[src/rtl/adc_seq_pkg.sv]
// Shared constants and types for the converter control and status port.
// Assumes an 8-bit register port and a byte address space of 8 bits.
package adc_seq_pkg;

  // ==========================================================
  // Register offsets (byte addresses on the register port)
  // ==========================================================
  localparam logic [7:0] OFS_TEST1      = 8'h81; // Special channel test
  localparam logic [7:0] OFS_CTRL_TWO   = 8'h82; // Flag clear, trigger
  localparam logic [7:0] OFS_CTRL_THREE = 8'h83; // Length, queue mode
  localparam logic [7:0] OFS_CTRL_FOUR  = 8'h84; // Timing, abort only
  localparam logic [7:0] OFS_START      = 8'h85; // Sequence start
  localparam logic [7:0] OFS_STATUS     = 8'h86; // Sequence status
  localparam logic [7:0] OFS_COMPLETE   = 8'h8B; // Complete flags
  localparam logic [7:0] OFS_DIEN       = 8'h8D; // Digital input enable
  localparam logic [7:0] OFS_PORT       = 8'h8F; // Port input
  localparam logic [7:0] OFS_RESULT     = 8'h90; // First result byte
  localparam logic [3:0] RESULT_PAGE    = 4'h9;  // Upper nibble of results

  // ==========================================================
  // Field positions
  // ==========================================================
  // Status register
  localparam int ST_DONE     = 7;
  localparam int ST_TRIG_OVR = 5;
  localparam int ST_RES_OVR  = 4;
  // Start register
  localparam int SR_SCAN     = 5;
  localparam int SR_MULTI_CHANNEL_SEL     = 4;
  // Control two
  localparam int C2_FAST_CLR = 6;
  localparam int C2_TRIG_LVL = 4;
  localparam int C2_TRIG_EN  = 2;
  // Control three: length in bits 6..3, queue mode in bit 2
  localparam int C3_LEN_LSB  = 3;
  localparam int C3_QUEUE    = 2;
  // Test register
  localparam int T1_SPECIAL  = 0;

  // ==========================================================
  // Reset values and constants
  // ==========================================================
  localparam logic [7:0] RST_BYTE     = 8'h00;
  localparam logic [7:0] RST_PORT     = 8'hFF;
  localparam logic [2:0] CNT_ZERO     = 3'h0;
  localparam logic [2:0] CNT_ONE      = 3'h1;
  localparam logic [3:0] LEN_FULL     = 4'h8;
  localparam logic [9:0] RES_ZERO     = 10'h000;
  localparam logic [5:0] LOW_PAD      = 6'h00;

  // ==========================================================
  // Types
  // ==========================================================
  // Request handed to the analog sampling machine
  typedef struct packed {
    logic       special; // Route internal reference channels
    logic [2:0] channel; // Channel select code
  } conv_req_t;

  // Sequencer states
  typedef enum logic [1:0] {
    SEQ_IDLE,
    SEQ_ARMED,
    SEQ_ISSUE,
    SEQ_WAIT
  } seq_state_t;

endpackage : adc_seq_pkg

[src/rtl/adc_sequence_status_port.sv]
// Converter sequence control, status flags, results and digital port.
// Assumes a synchronous analog sampling machine that answers each start
// pulse with one done pulse and a 10-bit result, and an external trigger
// decoder that delivers one-cycle trigger pulses.
//
// The address-and-strobe port was decided locally.
module adc_sequence_status_port #(
  parameter int NUM_CH = 8   // Analog inputs and result registers
) (
  input  wire logic                    clk,
  input  wire logic                    rst_n,
  // Register port
  input  wire logic [7:0]              reg_addr,
  input  wire logic [7:0]              reg_wdata,
  input  wire logic                    reg_wr,
  input  wire logic                    reg_rd,
  output      logic [7:0]              reg_rdata,
  // Chip operating mode: high in special (test) modes
  input  wire logic                    special_mode,
  // Decoded external trigger, one pulse per active edge
  input  wire logic                    trigger_event,
  // Analog sampling machine
  output      logic                    conv_start,
  output      adc_seq_pkg::conv_req_t  conv_req,
  input  wire logic                    conv_done,
  input  wire logic [9:0]              conv_result,
  // Shared analog pins
  input  wire logic [NUM_CH-1:0]       analog_input_pin,
  output      logic [NUM_CH-1:0]       digital_buffer_enable
);

  // ==========================================================
  // Decoding helpers
  // ==========================================================
  // Address hit on a single register
  function automatic logic hit(input logic [7:0] a, input logic [7:0] o);
    hit = (a == o);
  endfunction : hit

  // Number of conversions per sequence; zero and above eight mean eight
  function automatic logic [3:0] seq_len(input logic [3:0] code);
    if (code == 4'h0 || code > adc_seq_pkg::LEN_FULL) begin
      seq_len = adc_seq_pkg::LEN_FULL;
    end else begin
      seq_len = code;
    end
  endfunction : seq_len

  // ==========================================================
  // Declarations
  // ==========================================================
  logic [7:0]              ctrl_two;         // Fast clear, trigger setup
  logic [7:0]              ctrl_three;       // Length and queue mode
  logic [7:0]              ctrl_four;        // Held only, no effect here
  logic [7:0]              start_reg;        // Scan, multi, select code
  logic [7:0]              test_reg;         // Special channel enable
  logic [NUM_CH-1:0]       ien;              // Digital buffer enables
  logic                    sequence_done_flag;
  logic                    trigger_overrun_flag;
  logic                    result_overrun_flag;
  logic [2:0]              conversion_counter;
  logic [NUM_CH-1:0]       conversion_complete_flag;
  logic [NUM_CH-1:0]       port_input_bit;   // Sampled port view
  logic [9:0]              result_reg [NUM_CH]; // Result storage
  logic                    flags_read_armed; // Complete flags were read
  adc_seq_pkg::seq_state_t state;
  logic [2:0]              cur_channel;      // Channel now converting
  logic [3:0]              position;         // Conversions done so far

  // Bus strobes decoded once
  logic wr_start, wr_ctl_other, wr_status, wr_complete, wr_test, wr_dien;
  logic rd_result, rd_complete;
  logic [2:0] rd_index;                      // Result register addressed

  // Control fields
  logic       fast_flag_clear, trigger_level_sel, trigger_enable;
  logic       queue_mode, scan_mode, multi_channel_sel;
  logic [3:0] sequence_length;
  logic [2:0] channel_select_code;

  // Sequencer events
  logic conv_accept;   // Result arrives for the running sequence
  logic seq_last;      // This result finishes the sequence
  logic [2:0] next_channel;

  assign wr_start     = reg_wr && hit(reg_addr, adc_seq_pkg::OFS_START);
  assign wr_ctl_other = reg_wr && (hit(reg_addr, adc_seq_pkg::OFS_CTRL_TWO)
                     || hit(reg_addr, adc_seq_pkg::OFS_CTRL_THREE)
                     || hit(reg_addr, adc_seq_pkg::OFS_CTRL_FOUR));
  assign wr_status    = reg_wr && hit(reg_addr, adc_seq_pkg::OFS_STATUS);
  assign wr_complete  = reg_wr && hit(reg_addr, adc_seq_pkg::OFS_COMPLETE);
  assign wr_test      = reg_wr && hit(reg_addr, adc_seq_pkg::OFS_TEST1);
  assign wr_dien      = reg_wr && hit(reg_addr, adc_seq_pkg::OFS_DIEN);
  assign rd_result    = reg_rd && (reg_addr[7:4] == adc_seq_pkg::RESULT_PAGE);
  assign rd_complete  = reg_rd && hit(reg_addr, adc_seq_pkg::OFS_COMPLETE);
  assign rd_index     = reg_addr[3:1];

  assign fast_flag_clear     = ctrl_two[adc_seq_pkg::C2_FAST_CLR];
  assign trigger_level_sel   = ctrl_two[adc_seq_pkg::C2_TRIG_LVL];
  assign trigger_enable      = ctrl_two[adc_seq_pkg::C2_TRIG_EN];
  assign sequence_length     = ctrl_three[adc_seq_pkg::C3_LEN_LSB +: 4];
  assign queue_mode          = ctrl_three[adc_seq_pkg::C3_QUEUE];
  assign scan_mode           = start_reg[adc_seq_pkg::SR_SCAN];
  assign multi_channel_sel   = start_reg[adc_seq_pkg::SR_MULTI_CHANNEL_SEL];
  assign channel_select_code = start_reg[2:0];

  assign conv_accept = (state == adc_seq_pkg::SEQ_WAIT) && conv_done
                    && !wr_start && !wr_ctl_other;
  assign seq_last    = ((position + 4'h1) == seq_len(sequence_length));

  assign next_channel = multi_channel_sel ? (cur_channel + 3'h1)
                                          : cur_channel;

  // ==========================================================
  // Control registers
  // ==========================================================
  // Plain read/write control bytes
  always_ff @(posedge clk or negedge rst_n) begin
    if (!rst_n) begin
      ctrl_two   <= adc_seq_pkg::RST_BYTE;
      ctrl_three <= adc_seq_pkg::RST_BYTE;
      ctrl_four  <= adc_seq_pkg::RST_BYTE;
      start_reg  <= adc_seq_pkg::RST_BYTE;
      test_reg   <= adc_seq_pkg::RST_BYTE;
    end else if (reg_wr) begin
      // Upper test bits are stored as written; software keeps them zero
      if (hit(reg_addr, adc_seq_pkg::OFS_CTRL_TWO))   ctrl_two   <= reg_wdata;
      if (hit(reg_addr, adc_seq_pkg::OFS_CTRL_THREE)) ctrl_three <= reg_wdata;
      if (hit(reg_addr, adc_seq_pkg::OFS_CTRL_FOUR))  ctrl_four  <= reg_wdata;
      if (wr_start)                                   start_reg  <= reg_wdata;
      if (wr_test)                                    test_reg   <= reg_wdata;
    end
  end

  always_ff @(posedge clk or negedge rst_n) begin
    if (!rst_n) begin
      ien <= '0;
    end else if (wr_dien) begin
      ien <= reg_wdata[NUM_CH-1:0];
    end
  end

  // ==========================================================
  // Sequencer
  // ==========================================================
  // Walks channels and positions; start writes restart from the new
  // settings, other control writes abort to idle.
  always_ff @(posedge clk or negedge rst_n) begin
    if (!rst_n) begin
      state       <= adc_seq_pkg::SEQ_IDLE;
      cur_channel <= adc_seq_pkg::CNT_ZERO;
      position    <= '0;
    end else if (wr_start) begin
      cur_channel <= reg_wdata[2:0];
      position    <= '0;
      state       <= trigger_enable ? adc_seq_pkg::SEQ_ARMED
                                    : adc_seq_pkg::SEQ_ISSUE;
    end else if (wr_ctl_other) begin
      // Abort: nothing continues until the next start write
      state    <= adc_seq_pkg::SEQ_IDLE;
      position <= '0;
    end else begin
      case (state)
        adc_seq_pkg::SEQ_IDLE: begin
          state <= adc_seq_pkg::SEQ_IDLE;
        end
        adc_seq_pkg::SEQ_ARMED: begin
          // Wait for the trigger before each triggered sequence
          if (trigger_event) state <= adc_seq_pkg::SEQ_ISSUE;
        end
        adc_seq_pkg::SEQ_ISSUE: begin
          state <= adc_seq_pkg::SEQ_WAIT;
        end
        adc_seq_pkg::SEQ_WAIT: begin
          if (conv_accept) begin
            if (seq_last) begin
              position    <= '0;
              cur_channel <= channel_select_code;
              if (trigger_enable) begin
                state <= adc_seq_pkg::SEQ_ARMED;
              end else if (scan_mode) begin
                state <= adc_seq_pkg::SEQ_ISSUE;
              end else begin
                state <= adc_seq_pkg::SEQ_IDLE;
              end
            end else begin
              position    <= position + 4'h1;
              cur_channel <= next_channel;
              state       <= adc_seq_pkg::SEQ_ISSUE;
            end
          end
        end
        default: begin
          state <= adc_seq_pkg::SEQ_IDLE;
        end
      endcase
    end
  end

  // Start pulse and channel request toward the analog machine
  always_ff @(posedge clk or negedge rst_n) begin
    if (!rst_n) begin
      conv_start <= 1'b0;
      conv_req   <= '0;
    end else begin
      conv_start <= (state == adc_seq_pkg::SEQ_ISSUE) && !wr_start
                 && !wr_ctl_other;
      conv_req.channel <= cur_channel;
      conv_req.special <= test_reg[adc_seq_pkg::T1_SPECIAL];
    end
  end

  // ==========================================================
  // Conversion counter and result storage
  // ==========================================================
  // counter not writable
  always_ff @(posedge clk or negedge rst_n) begin
    if (!rst_n) begin
      conversion_counter <= adc_seq_pkg::CNT_ZERO;
    end else if (wr_start) begin
      if (!queue_mode) conversion_counter <= adc_seq_pkg::CNT_ZERO;
    end else if (conv_accept) begin
      if (seq_last && !queue_mode) begin
        conversion_counter <= adc_seq_pkg::CNT_ZERO;
      end else begin
        conversion_counter <= conversion_counter + adc_seq_pkg::CNT_ONE;
      end
    end
  end

  // Result words land in the register the counter points at
  always_ff @(posedge clk or negedge rst_n) begin
    if (!rst_n) begin
      for (int i = 0; i < NUM_CH; i++) result_reg[i] <= adc_seq_pkg::RES_ZERO;
    end else if (conv_accept) begin
      result_reg[conversion_counter] <= conv_result;
    end
  end

  // ==========================================================
  // Status flags
  // ==========================================================
  // done each sequence
  always_ff @(posedge clk or negedge rst_n) begin
    if (!rst_n) begin
      sequence_done_flag <= 1'b0;
    end else if (conv_accept && seq_last) begin
      sequence_done_flag <= 1'b1;   // Set wins over any clear
    end else if (wr_start
              || (wr_status && reg_wdata[adc_seq_pkg::ST_DONE])
              || (rd_result && fast_flag_clear)) begin
      sequence_done_flag <= 1'b0;
    end
  end

  always_ff @(posedge clk or negedge rst_n) begin
    if (!rst_n) begin
      trigger_overrun_flag <= 1'b0;
    end else if (trigger_event && trigger_enable && !trigger_level_sel
              && (state == adc_seq_pkg::SEQ_ISSUE
               || state == adc_seq_pkg::SEQ_WAIT)) begin
      trigger_overrun_flag <= 1'b1;
    end else if (wr_start || wr_ctl_other
              || (wr_status && reg_wdata[adc_seq_pkg::ST_TRIG_OVR])) begin
      trigger_overrun_flag <= 1'b0;
    end
  end

  always_ff @(posedge clk or negedge rst_n) begin
    if (!rst_n) begin
      result_overrun_flag <= 1'b0;
    end else if (conv_accept
              && conversion_complete_flag[conversion_counter]) begin
      result_overrun_flag <= 1'b1;
    end else if (wr_start
              || (wr_status && reg_wdata[adc_seq_pkg::ST_RES_OVR])) begin
      result_overrun_flag <= 1'b0;
    end
  end

  // A complete-flag read arms the two-step clear used without fast clear
  always_ff @(posedge clk or negedge rst_n) begin
    if (!rst_n) begin
      flags_read_armed <= 1'b0;
    end else if (wr_start) begin
      flags_read_armed <= 1'b0;
    end else if (rd_complete) begin
      flags_read_armed <= 1'b1;
    end else if (rd_result) begin
      flags_read_armed <= 1'b0;
    end
  end

  // One flag per position; each bit handled by its own generated process
  for (genvar n = 0; n < NUM_CH; n++) begin : g_ccf
    logic set_n;
    logic clr_n;
    assign set_n = conv_accept && (conversion_counter == 3'(n));
    assign clr_n = wr_start
                || (rd_result && (rd_index == 3'(n))
                    && (fast_flag_clear || flags_read_armed));
    always_ff @(posedge clk or negedge rst_n) begin
      if (!rst_n) begin
        conversion_complete_flag[n] <= 1'b0;
      end else if (set_n) begin
        conversion_complete_flag[n] <= 1'b1;
      end else if (wr_complete && special_mode) begin
        conversion_complete_flag[n] <= reg_wdata[n];
      end else if (clr_n) begin
        conversion_complete_flag[n] <= 1'b0;
      end
    end
  end

  // ==========================================================
  // Digital port
  // ==========================================================
  // pin or one
  always_ff @(posedge clk or negedge rst_n) begin
    if (!rst_n) begin
      port_input_bit        <= adc_seq_pkg::RST_PORT[NUM_CH-1:0];
      digital_buffer_enable <= '0;
    end else begin
      port_input_bit        <= (analog_input_pin & ien) | ~ien;
      digital_buffer_enable <= ien;
    end
  end

  // ==========================================================
  // Read data
  // ==========================================================
  // Answer one cycle after the read strobe; unmapped reads give zero
  always_ff @(posedge clk or negedge rst_n) begin
    if (!rst_n) begin
      reg_rdata <= adc_seq_pkg::RST_BYTE;
    end else if (reg_rd) begin
      if (rd_result) begin
        // Even address high byte, odd address low byte, left justified
        reg_rdata <= reg_addr[0]
                   ? {result_reg[rd_index][1:0], adc_seq_pkg::LOW_PAD}
                   : result_reg[rd_index][9:2];
      end else begin
        case (reg_addr)
          adc_seq_pkg::OFS_TEST1:      reg_rdata <= test_reg;
          adc_seq_pkg::OFS_CTRL_TWO:   reg_rdata <= ctrl_two;
          adc_seq_pkg::OFS_CTRL_THREE: reg_rdata <= ctrl_three;
          adc_seq_pkg::OFS_CTRL_FOUR:  reg_rdata <= ctrl_four;
          adc_seq_pkg::OFS_START:      reg_rdata <= start_reg;
          adc_seq_pkg::OFS_STATUS: begin
            reg_rdata <= {sequence_done_flag, 1'b0, trigger_overrun_flag,
                          result_overrun_flag, 1'b0, conversion_counter};
          end
          adc_seq_pkg::OFS_COMPLETE:   reg_rdata <= conversion_complete_flag;
          adc_seq_pkg::OFS_DIEN:       reg_rdata <= ien;
          adc_seq_pkg::OFS_PORT:       reg_rdata <= port_input_bit;
          default:                     reg_rdata <= adc_seq_pkg::RST_BYTE;
        endcase
      end
    end else begin
      reg_rdata <= adc_seq_pkg::RST_BYTE;
    end
  end

endmodule : adc_sequence_status_port

[config.mk]
export PLATFORM = sky130hd
export DESIGN_NAME = adc_sequence_status_port
export DESIGN_NICKNAME = d
export VERILOG_FILES = /design/src/rtl/adc_seq_pkg.sv /design/src/rtl/adc_sequence_status_port.sv
export SDC_FILE = /design/constraint.sdc
export NUM_CORES = 1
export LEC_CHECK = 0
export BUFFER_PORTS_ARGS = -buffer_cell sky130_fd_sc_hd__buf_2
export CAP_MARGIN = 0
export CORE_ASPECT_RATIO = 1.25
export CORE_UTILIZATION = 45
export DETAILED_ROUTE_END_ITERATION = 16
export PLACE_DENSITY_LB_ADDON = 0.25
export SKIP_LAST_GASP = 1
export SLEW_MARGIN = 20
export SYNTH_ARGS = -nofsm -noshare
export SYNTH_HDL_FRONTEND = slang
export SYNTH_SLANG_ARGS = --single-unit
[constraint.sdc]
create_clock -name clk -period 4.5 [get_ports clk]
set_input_delay 0.9 -clock clk [delete_from_list [all_inputs] [get_ports clk]]
set_output_delay 0.9 -clock clk [all_outputs]
set_load 0.1 [all_outputs]
==> impl_results.md, run 1 <==
* Status: finished, violations left
* Failing checks: DRC
* DIE WIDTH at 126 um
* Leakage at 4.39 nW
* Post-layout util at 0.523
* Initial antenna violation count at 0
* Buf/Inv on CP at 2
* Gr ovfl total at 0
* Max reg flops at 80
* Port Buffer Count at 61
* Tmin final at 3120 ps
* Initial drt markers at 382
* Die H at 156 um
* Setup tns final at 0 ps
* Row count at 56
* Synthesized area at 8580 um2
* EDFF count, synth at 0
* Total number of vias at 5901
* Fin nets at 775
* Later-pin clock latency in the skew report at 440 ps
* Most used DFF post-synth: dfrtp_1
* Drt first pass iters at 13
* Overall routing resource usage at 0.246
* Worst-path cell chain: buf_2 -> nand2b_1 -> nor2_1 -> buf_4 -> nand2_1 -> nor3_2 -> mux2_2
* Tightest Hold Check Type: register to register
* # setup viols final at 0
* Slew Viols, Final at 0
* Placed Area at 9150 um2
* First-pass GRT wire length at 36100 um
* Pwr Density at 556 nW/um2
* Per-cell routed wire length at 23.4 um
* Register bit total from synthesis at 181
* Full die area at 19600 um2
* RSZ-0062 raised after global routing: no
* Cts hold-fix bufs at 0
* Vias per inst at 6.08
* Share of the synthesized area in the top cell type at 0.504
* Seq/Total Area, Yosys at 0.529
* Synth warn at 0
* # DRC at 7
* Clock Tree Root: clkbuf_16
* Largest net degree at the start of global routing at 111
* Period Utilization, post-route at 0.693
* Pwr Total at 5.44 mW
* Crit end category: register
* H-tree depth at 4
* Kind of critical path: primary input to register
* Placed Instances at 939
* Average cell area after synthesis at 12.9 um2
* Slowest CP cell: nor3_2
* IO Count at 62
* HPWL after DPL at 15800 um
* Core area at 18700 um2
* Finished Cell Area at 9780 um2
* F_max at 321 MHz
* Starting density of the core at 0.459
* Post-CTS Setup Repair Bufs at 0
* Number of buffers created by CTS at 17
* Peak VDD IR at 365 uV
* Number of global-route vias before repair at 6259
* Least-Margin Pin Slew at 897 ps
* CTS Sinks at 181
* Ys async rst share at 1.00
* Bufs on Longest Clock Path at 2
* Area Growth Syn to Fin at 14.0%
* Drt total wl at 22700 um
* Slew margin rel. at 0.402
* Crit start category: primary input
* Share of cells above drive strength 1 at 0.384
* Top delay family on crit path: simple AND/OR/NAND/NOR gates
* Worst-path fanout max at 29
* Cts repair resizes at 0
* Max incr delay on CP at 680 ps
* Final antenna-violating net count at 0
* Post-Syn Instances at 665
* Clock skew at 12.0 ps
* Routability cong. at 0.889
* TritonCTS clock tree: yes
* Filler Cell Count at 1595
* Synth unique cells at 65
* Ant diodes at 0
* Worst path required time at 4810 ps
* Post-route insts no fill at 971
* Final Hold Violating Endpoints at 0
* Area leader, netlist: dfrtp_1
* Top cells by area, synth: dfrtp_1 50%, mux2_2 17%, mux4_2 5.8%
* Worst endpoint data arrival time at 3430 ps
* Maxcap violations at 0
* Worst-path clk slew at 70 ps
* Synth Net Count at 714
## final timing paths
check                                           endpoint  slack, ps  depth (start not counted)        start
min in group asynchronous       digital_buffer_enable[1]        570                          1        rst_n
worst min-delay path            digital_buffer_enable[4]        430                          0       ien[4]
worst max register to register            cur_channel[1]       1760                          7  position[0]
worst min register to register  digital_buffer_enable[4]        430                          0       ien[4]
max in group asynchronous                   start_reg[6]       3020                          2        rst_n
worst max-delay path                        ctrl_four[3]       1380                          7  reg_addr[2]
## metal layers
metal | share of wire | GRT usage
met4 | 0.037 | 0.117
met5 | 0 | 0
met3 | 0.050 | 0.0386
met1 | 0.39 | 0.299
met2 | 0.52 | 0.431
## where the power goes
group          internal (mW)  total, mW  leakage (nW)  switching (mW)
clock                  0.937       1.59         0.303           0.651
combinational          0.721       1.43          1.79           0.706
sequential              2.10       2.43          2.30           0.330
## cells in the mapped netlist, types with 11 or more instances
master    instances
nand3_1          14
nand2_1          64
mux2i_1          14
a22oi_1          14
dfrtp_1         173
nand2b_1         14
nor3_1           11
clkbuf_1         15
mux4_2           22
nor2_1           22
mux2_2          131
o21ai_0          21
a21oi_1          17
## logic make-up (layout without fill, tap and decap cells)
logic type      Yosys count  in the layout  share of synthesized area
simple gates            164            164                      0.105
compound gates          107            107                     0.0882
xor+xnor                  5              5                    0.00510
mux                     167            167                      0.246
flops                   181            181                      0.529
buf+inv                  33            107                     0.0156
fa+ha+maj                 8              8                     0.0117
## cell type report
cell class                 instances  area, um2  share of cell area
sequential                       181       4540               0.464
clock buffer                      18        429              0.0439
inverter                           5       18.8             0.00192
timing repair buffer              70        394              0.0403
tap                              232        290              0.0297
clock inverter                    14        200              0.0205
multi-input combinational        451       3910               0.400
## through the flow
step,setup WS (ps),hold WS (ps)
floorplan,1780,369
global placement,1030,400
detailed placement,995,422
CTS,1440,434
global route,1300,448
finish,1380,432
## layout by cell type, fill, tap and decap left out, types with 4 or more instances in the layout
cell type    n
nor2_1      22
mux2i_1     14
o211ai_1     5
a22oi_1     14
dfrtp_1    173
buf_2       60
a221o_1      4
a32oi_1      5
dfstp_2      8
a211oi_1     4
nor2b_1      6
and3_1       4
o21ai_0     21
mux4_2      22
bufinv_16    4
nand2_1     64
nand2b_1    14
ha_1         8
o31ai_1      5
nand3_1     14
a21oi_1     17
clkbuf_16   17
nor3_1      11
a31oi_1      8
mux2_2     131
buf_4        8
No activity file was read; power rests on OpenSTA's default activity.
==> run 2, diff against run 1 <==
--- a/config.mk
+++ b/config.mk
@@ -5,6 +5,7 @@
 export SDC_FILE = /design/constraint.sdc
 export NUM_CORES = 1
 export LEC_CHECK = 0
+export ABC_AREA = 1
 export BUFFER_PORTS_ARGS = -buffer_cell sky130_fd_sc_hd__buf_2
 export CAP_MARGIN = 0
 export CORE_ASPECT_RATIO = 1.25
==> constraint.sdc (replaced) <==
create_clock -name clk -period 2.9 [get_ports clk]
set_input_delay 0.58 -clock clk [delete_from_list [all_inputs] [get_ports clk]]
set_output_delay 0.58 -clock clk [all_outputs]
set_load 0.1 [all_outputs]
==> run 2 against run 1 <==
- highest routed layer unchanged
- power rose by 50%
- critical path type is now register to register
- combinational power rose by 43%
- the flow now finishes without violations
- setup slack got worse by 520 ps
- hold slack got worse by 280 ps
- critical path depth rose by 5
==> impl_results.md, run 2 <==
* H-tree depth at 4
* Slowest CP cell: dfrtp_1
* Commonest cells in the netlist: 318 x nand2_1, 173 x dfrtp_1, 112 x o21ai_0, 95 x nand3_1, 82 x nor2_1
* Core area at 18800 um2
* Crit start category: register
* Ant diodes at 0
* Worst path required time at 3270 ps
* Max incr delay on CP at 460 ps
* Routability cong. at 0.884
* Cts hold-fix bufs at 0
* Area leader, netlist: dfrtp_1
* Tightest Hold Check Type: primary input to async pin
* Period Utilization, post-route at 0.703
* Synthesized area at 8710 um2
* Worst-path fanout max at 8
* Synth warn at 0
* Drt total wl at 23800 um
* CTS Sinks at 181
* First-pass GRT wire length at 38000 um
* Synth Net Count at 1103
* Maxcap violations at 0
* Starting density of the core at 0.462
* Cts repair resizes at 0
* Cell depth of the worst setup path at 12
* Worst endpoint data arrival time at 2400 ps
* Bufs on Longest Clock Path at 2
* TritonCTS clock tree: yes
* Final Hold Violating Endpoints at 0
* Least-Margin Pin Slew at 638 ps
* IO Count at 62
* Vias per inst at 5.48
* Worst R2R Path Depth at 12
* Peak VDD IR at 425 uV
* Commonest non-fill, non-tap cell in the layout: nand2_1
* RR Endpoint: cur_channel[2]
* Clock Tree Root: clkbuf_16
* HPWL after DPL at 16600 um
* Post-Syn Instances at 1054
* Initial antenna violation count at 0
* Final antenna-violating net count at 0
* Placed Instances at 1323
* Full die area at 19900 um2
* Area Growth Syn to Fin at 12.2%
* Per-cell routed wire length at 17.6 um
* Kind of critical path: register to register
* Setup tns final at 0 ps
* Max reg flops at 80
* Top cells by area, synth: dfrtp_1 50%, nand2_1 14%, o21ai_0 6.4%
* Worst hold slack at 151 ps
* RSZ-0062 raised after global routing: no
* Share of cells above drive strength 1 at 0.137
* Post-CTS Setup Repair Bufs at 0
* Start point of the critical path: position[0]
* Top delay family on crit path: simple AND/OR/NAND/NOR gates
* Leakage at 4.85 nW
* Average cell area after synthesis at 8.26 um2
* R2R Setup Slk at 860 ps
* Status: complete, no violations
* Gr ovfl total at 0
* Die H at 158 um
* R2R Path Start: position[0]
* Worst-path cell chain: ha_1 -> inv_1 -> nand2_1 -> nand2_1 -> nand2_1 -> nor2_1 -> nand2_1 -> inv_1 -> nand2_2 -> nand2_1 -> nand2_1 -> nand2_1
* Post-route insts no fill at 1355
* DIE WIDTH at 126 um
* Ys async rst share at 1.00
* Slew margin rel. at 0.575
* F_max at 491 MHz
* Most frequent cell after synthesis: nand2_1
* Port Buffer Count at 61
* Slew Viols, Final at 0
* Later-pin clock latency in the skew report at 440 ps
* # DRC at 0
* Critical Path End: cur_channel[2]
* Share of the synthesized area in the top cell type at 0.497
* Largest net degree at the start of global routing at 67
* EDFF count, synth at 0
* Most frequent CP cell: nand2_1
* Row count at 56
* Number of global-route vias before repair at 7042
* Initial drt markers at 619
* Filler Cell Count at 1783
* Crit end category: register
* Drt first pass iters at 5
* Total number of vias at 7422
* Worst-path clk slew at 70 ps
* Seq/Total Area, Yosys at 0.521
* Clock skew at 10.5 ps
* Fin nets at 1159
* Number of buffers created by CTS at 17
* Most used DFF post-synth: dfrtp_1
* # setup viols final at 0
* Synth unique cells at 39
* Commonest non-fill, non-tap cells in the layout: 318 x nand2_1, 173 x dfrtp_1, 112 x o21ai_0, 95 x nand3_1, 82 x nor2_1
* Buf/Inv on CP at 2
* Overall routing resource usage at 0.252
* Pwr Density at 835 nW/um2
* Tmin final at 2040 ps
* Register bit total from synthesis at 181
## run 2: changes by cell type in the layout (fill, tap and decap cells not counted), sizes merged, moves of 65 or more
| cell | delta |
|---|---|
| nand2 | +260 |
| o21ai | +132 |
| mux2 | -131 |
| nand3 | +87 |
| inv | +72 |
| nor2 | +65 |
## run 2: area by class of cell
type / instances / area [um2] / area share
sequential: 181 / 4540 / 0.465
tap: 232 / 290 / 0.0297
clock inverter: 12 / 154 / 0.0158
inverter: 81 / 312 / 0.0319
multi-input combinational: 751 / 3560 / 0.365
clock buffer: 20 / 447 / 0.0457
timing repair buffer: 78 / 464 / 0.0475
## run 2: cells by family after synthesis
| group | Yosys count | synth area share |
|---|---|---|
| simple gates | 550 | 0.277 |
| compound gates | 191 | 0.118 |
| flops | 181 | 0.521 |
| buf+inv | 122 | 0.0698 |
| fa+ha+maj | 8 | 0.0115 |
| xor+xnor | 1 | 0.00101 |
| mux | 1 | 0.00115 |
## run 2: per-stage QoR
step            util  power (mW)  setup slack [ps]  cell area, um2
6_report       0.518        8.15               862            9770
5_1_grt        0.518        8.66               641            9770
4_1_cts        0.518        8.18               876            9770
3_5_place_dp   0.486        5.81               492            9170
3_3_place_gp   0.486        5.76               565            9170
2_1_floorplan      -        5.27              1120            8710
## run 2: where the power goes
group | internal (mW) | switching, mW | leakage (nW)
sequential | 3.25 | 0.497 | 2.30
combinational | 0.689 | 1.35 | 2.26
clock | 1.38 | 0.992 | 0.286
## run 2: routing by layer
metal  wire, um  share of wire  global-route usage
met5          0              0                   0
met4        515          0.022              0.0838
met3       1120          0.047              0.0387
met2      11600           0.49               0.426
met1      10500           0.44               0.332
## run 2: how the worst min path moves through the flow
stage                              start                        to
after detailed placement     test_reg[0]               conv_req[3]
after global routing               rst_n  digital_buffer_enable[7]
final                              rst_n  digital_buffer_enable[7]
after global placement    cur_channel[1]               conv_req[1]
after CTS                          rst_n               ctrl_two[1]
after floorplan                    rst_n               conv_req[0]
==> run 3, diff against run 2 <==
==> constraint.sdc (replaced) <==
create_clock -name clk -period 2.1 [get_ports clk]
set_input_delay 0.42 -clock clk [delete_from_list [all_inputs] [get_ports clk]]
set_output_delay 0.42 -clock clk [all_outputs]
set_load 0.1 [all_outputs]
==> run 3 against run 2 <==
- sequential share of layout area is 1.3 points lower
- power is 38% higher
- fmax is 9.0% higher
- non-clock buffer count is 24 higher
==> impl_results.md, run 3 (synthesized netlist as in run 2, its figures left out) <==
* Clock Tree Root: clkbuf_16
* Initial drt markers at 640
* Number of global-route vias before repair at 7210
* Later-pin clock latency in the skew report at 440 ps
* Max incr delay on CP at 420 ps
* Sequential share of power at 0.454
* Tightest Hold Check Type: primary input to register
* Fin nets at 1183
* CTS Sinks at 181
* Sw Ratio at 0.357
* F_max at 535 MHz
* Crit end category: register
* Starting density of the core at 0.462
* Area Growth Syn to Fin at 15.3%
* Slew margin rel. at 0.662
* Slowest CP cell: dfrtp_1
* Worst path required time at 2400 ps
* Post-layout util at 0.533
* Most frequent CP cell: nand2_1
* Post-CTS Setup Repair Bufs at 0
* Number of buffers created by CTS at 17
* Status: complete, no violations
* Internal at 7.24 mW
* Tmin final at 1870 ps
* Largest net degree at the start of global routing at 56
* Clock network power share at 0.275
* Worst-path fanout max at 5
* First-pass GRT wire length at 39100 um
* Core area at 18800 um2
* Overall routing resource usage at 0.258
* Die H at 158 um
* # setup viols final at 0
* Per-cell routed wire length at 17.4 um
* Slew Viols, Final at 0
* HPWL after DPL at 17000 um
* Setup tns final at 0 ps
* Pwr Density at 1120 nW/um2
* Full die area at 19900 um2
* Filler Cell Count at 1768
* Gr ovfl total at 0
* DIE WIDTH at 126 um
* Commonest non-fill, non-tap cells in the layout: 318 x nand2_1, 173 x dfrtp_1, 112 x o21ai_0, 95 x nand3_1, 81 x nor2_1
* IO Count at 62
* Drt first pass iters at 6
* Total number of vias at 7461
* Commonest non-fill, non-tap cell in the layout: nand2_1
* Bufs on Longest Clock Path at 2
* Pre-CTS WS at -3.32 ps
* Least-Margin Pin Slew at 505 ps
* Peak VDD IR at 588 uV
* Final antenna-violating net count at 0
* Max reg flops at 80
* Leakage at 5.01 nW
* Setup ws final at 230 ps
* Port Buffer Count at 61
* Routability cong. at 0.920
* TritonCTS clock tree: yes
* Net Sw Power at 4.03 mW
* Final Hold Violating Endpoints at 0
* H-tree depth at 4
* Worst-path cell chain: ha_1 -> inv_1 -> nand2_1 -> nand2_1 -> nand2_1 -> nor2_2 -> nand2_1 -> buf_4 -> o21ai_2 -> o22ai_1
* Period Utilization, post-route at 0.891
* Worst-path clk slew at 70 ps
* # DRC at 0
* Worst endpoint data arrival time at 2170 ps
* Initial antenna violation count at 0
* Vias per inst at 5.41
* Kind of critical path: register to register
* Maxcap violations at 0
* Pwr Total at 11.3 mW
* Row count at 56
* Drt total wl at 24000 um
* Clock skew at 11.6 ps
* Comb pwr share at 0.271
* Crit start category: register
* Share of cells above drive strength 1 at 0.157
* Ant diodes at 0
* RSZ-0062 raised after global routing: no
## run 3: cell count changes in the layout (fill, tap and decap cells not counted), sizes merged
cell	previous run	this run
buf	78	101
bufinv	3	1
clkbuf	20	18
clkinv	7	10
clkinvlp	3	2
dlygate4sd3	0	1
inv	80	82
## run 3: power groups by stage
stage	sequential, mW	clock, mW	combinational (mW)
floorplan	5.34	0	1.95
global placement	5.14	0	2.97
detailed placement	5.16	0	3.05
CTS	5.10	3.14	3.06
global route	5.22	3.29	3.45
finish	5.12	3.10	3.05
## run 3: cell type report
class | count | area (um2) | share of cell area
inverters | 81 | 312 | 0.0310
flip-flops and latches | 181 | 4540 | 0.452
clock inverters | 14 | 126 | 0.0126
multi-input cells | 751 | 3560 | 0.355
clock buffers | 18 | 439 | 0.0437
repair buffers | 102 | 772 | 0.0769
well taps | 232 | 290 | 0.0289
## run 3: stage by stage
stage	hold WS (ps)	std cells	instance area, um2
after CTS	152	1379	10000
after global routing	162	1379	10000
final	163	1379	10000
after detailed placement	367	1346	9460
after global placement	365	1346	9460
after floorplan	124	1054	8710
## run 3: critical path, delay by kind of cell, from the launching register on
kind	cells	cell delay, ps
buffers and inverters	2	260
AO/OA/AOI/OAI	2	260
adder cells (fa/ha/maj)	1	320
flip-flops	1	420
AND/OR/NAND/NOR	5	470
## run 3: layer usage
layer  track usage  vias to the layer above  wire [um]
met3        0.0432                       41       1210
met4        0.0964                        0        641
li1              -                     3614          -
met2         0.437                      224      11700
met5             0                        -          0
met1         0.331                     3582      10500
## run 3: final timing paths
| check | startpoint | end | slack, ps | cells after the start |
|---|---|---|---|---|
| max in group asynchronous | rst_n | conversion_complete_flag[2] | 980 | 3 |
| hold / removal | analog_input_pin[6] | port_input_bit[6] | 160 | 3 |
| hold reg to reg | cur_channel[1] | conv_req[1] | 420 | 0 |
| setup / recovery | position[1] | conversion_counter[1] | 230 | 10 |
| setup reg to reg | position[1] | conversion_counter[1] | 230 | 10 |
| min in group asynchronous | rst_n | digital_buffer_enable[0] | 480 | 2 |
## run 3: repair_timing
item	CTS	global route
setup endpoints to repair	0	4
hold endpoints to repair	32	0
hold buffers	1	0
gates resized for setup	0	1
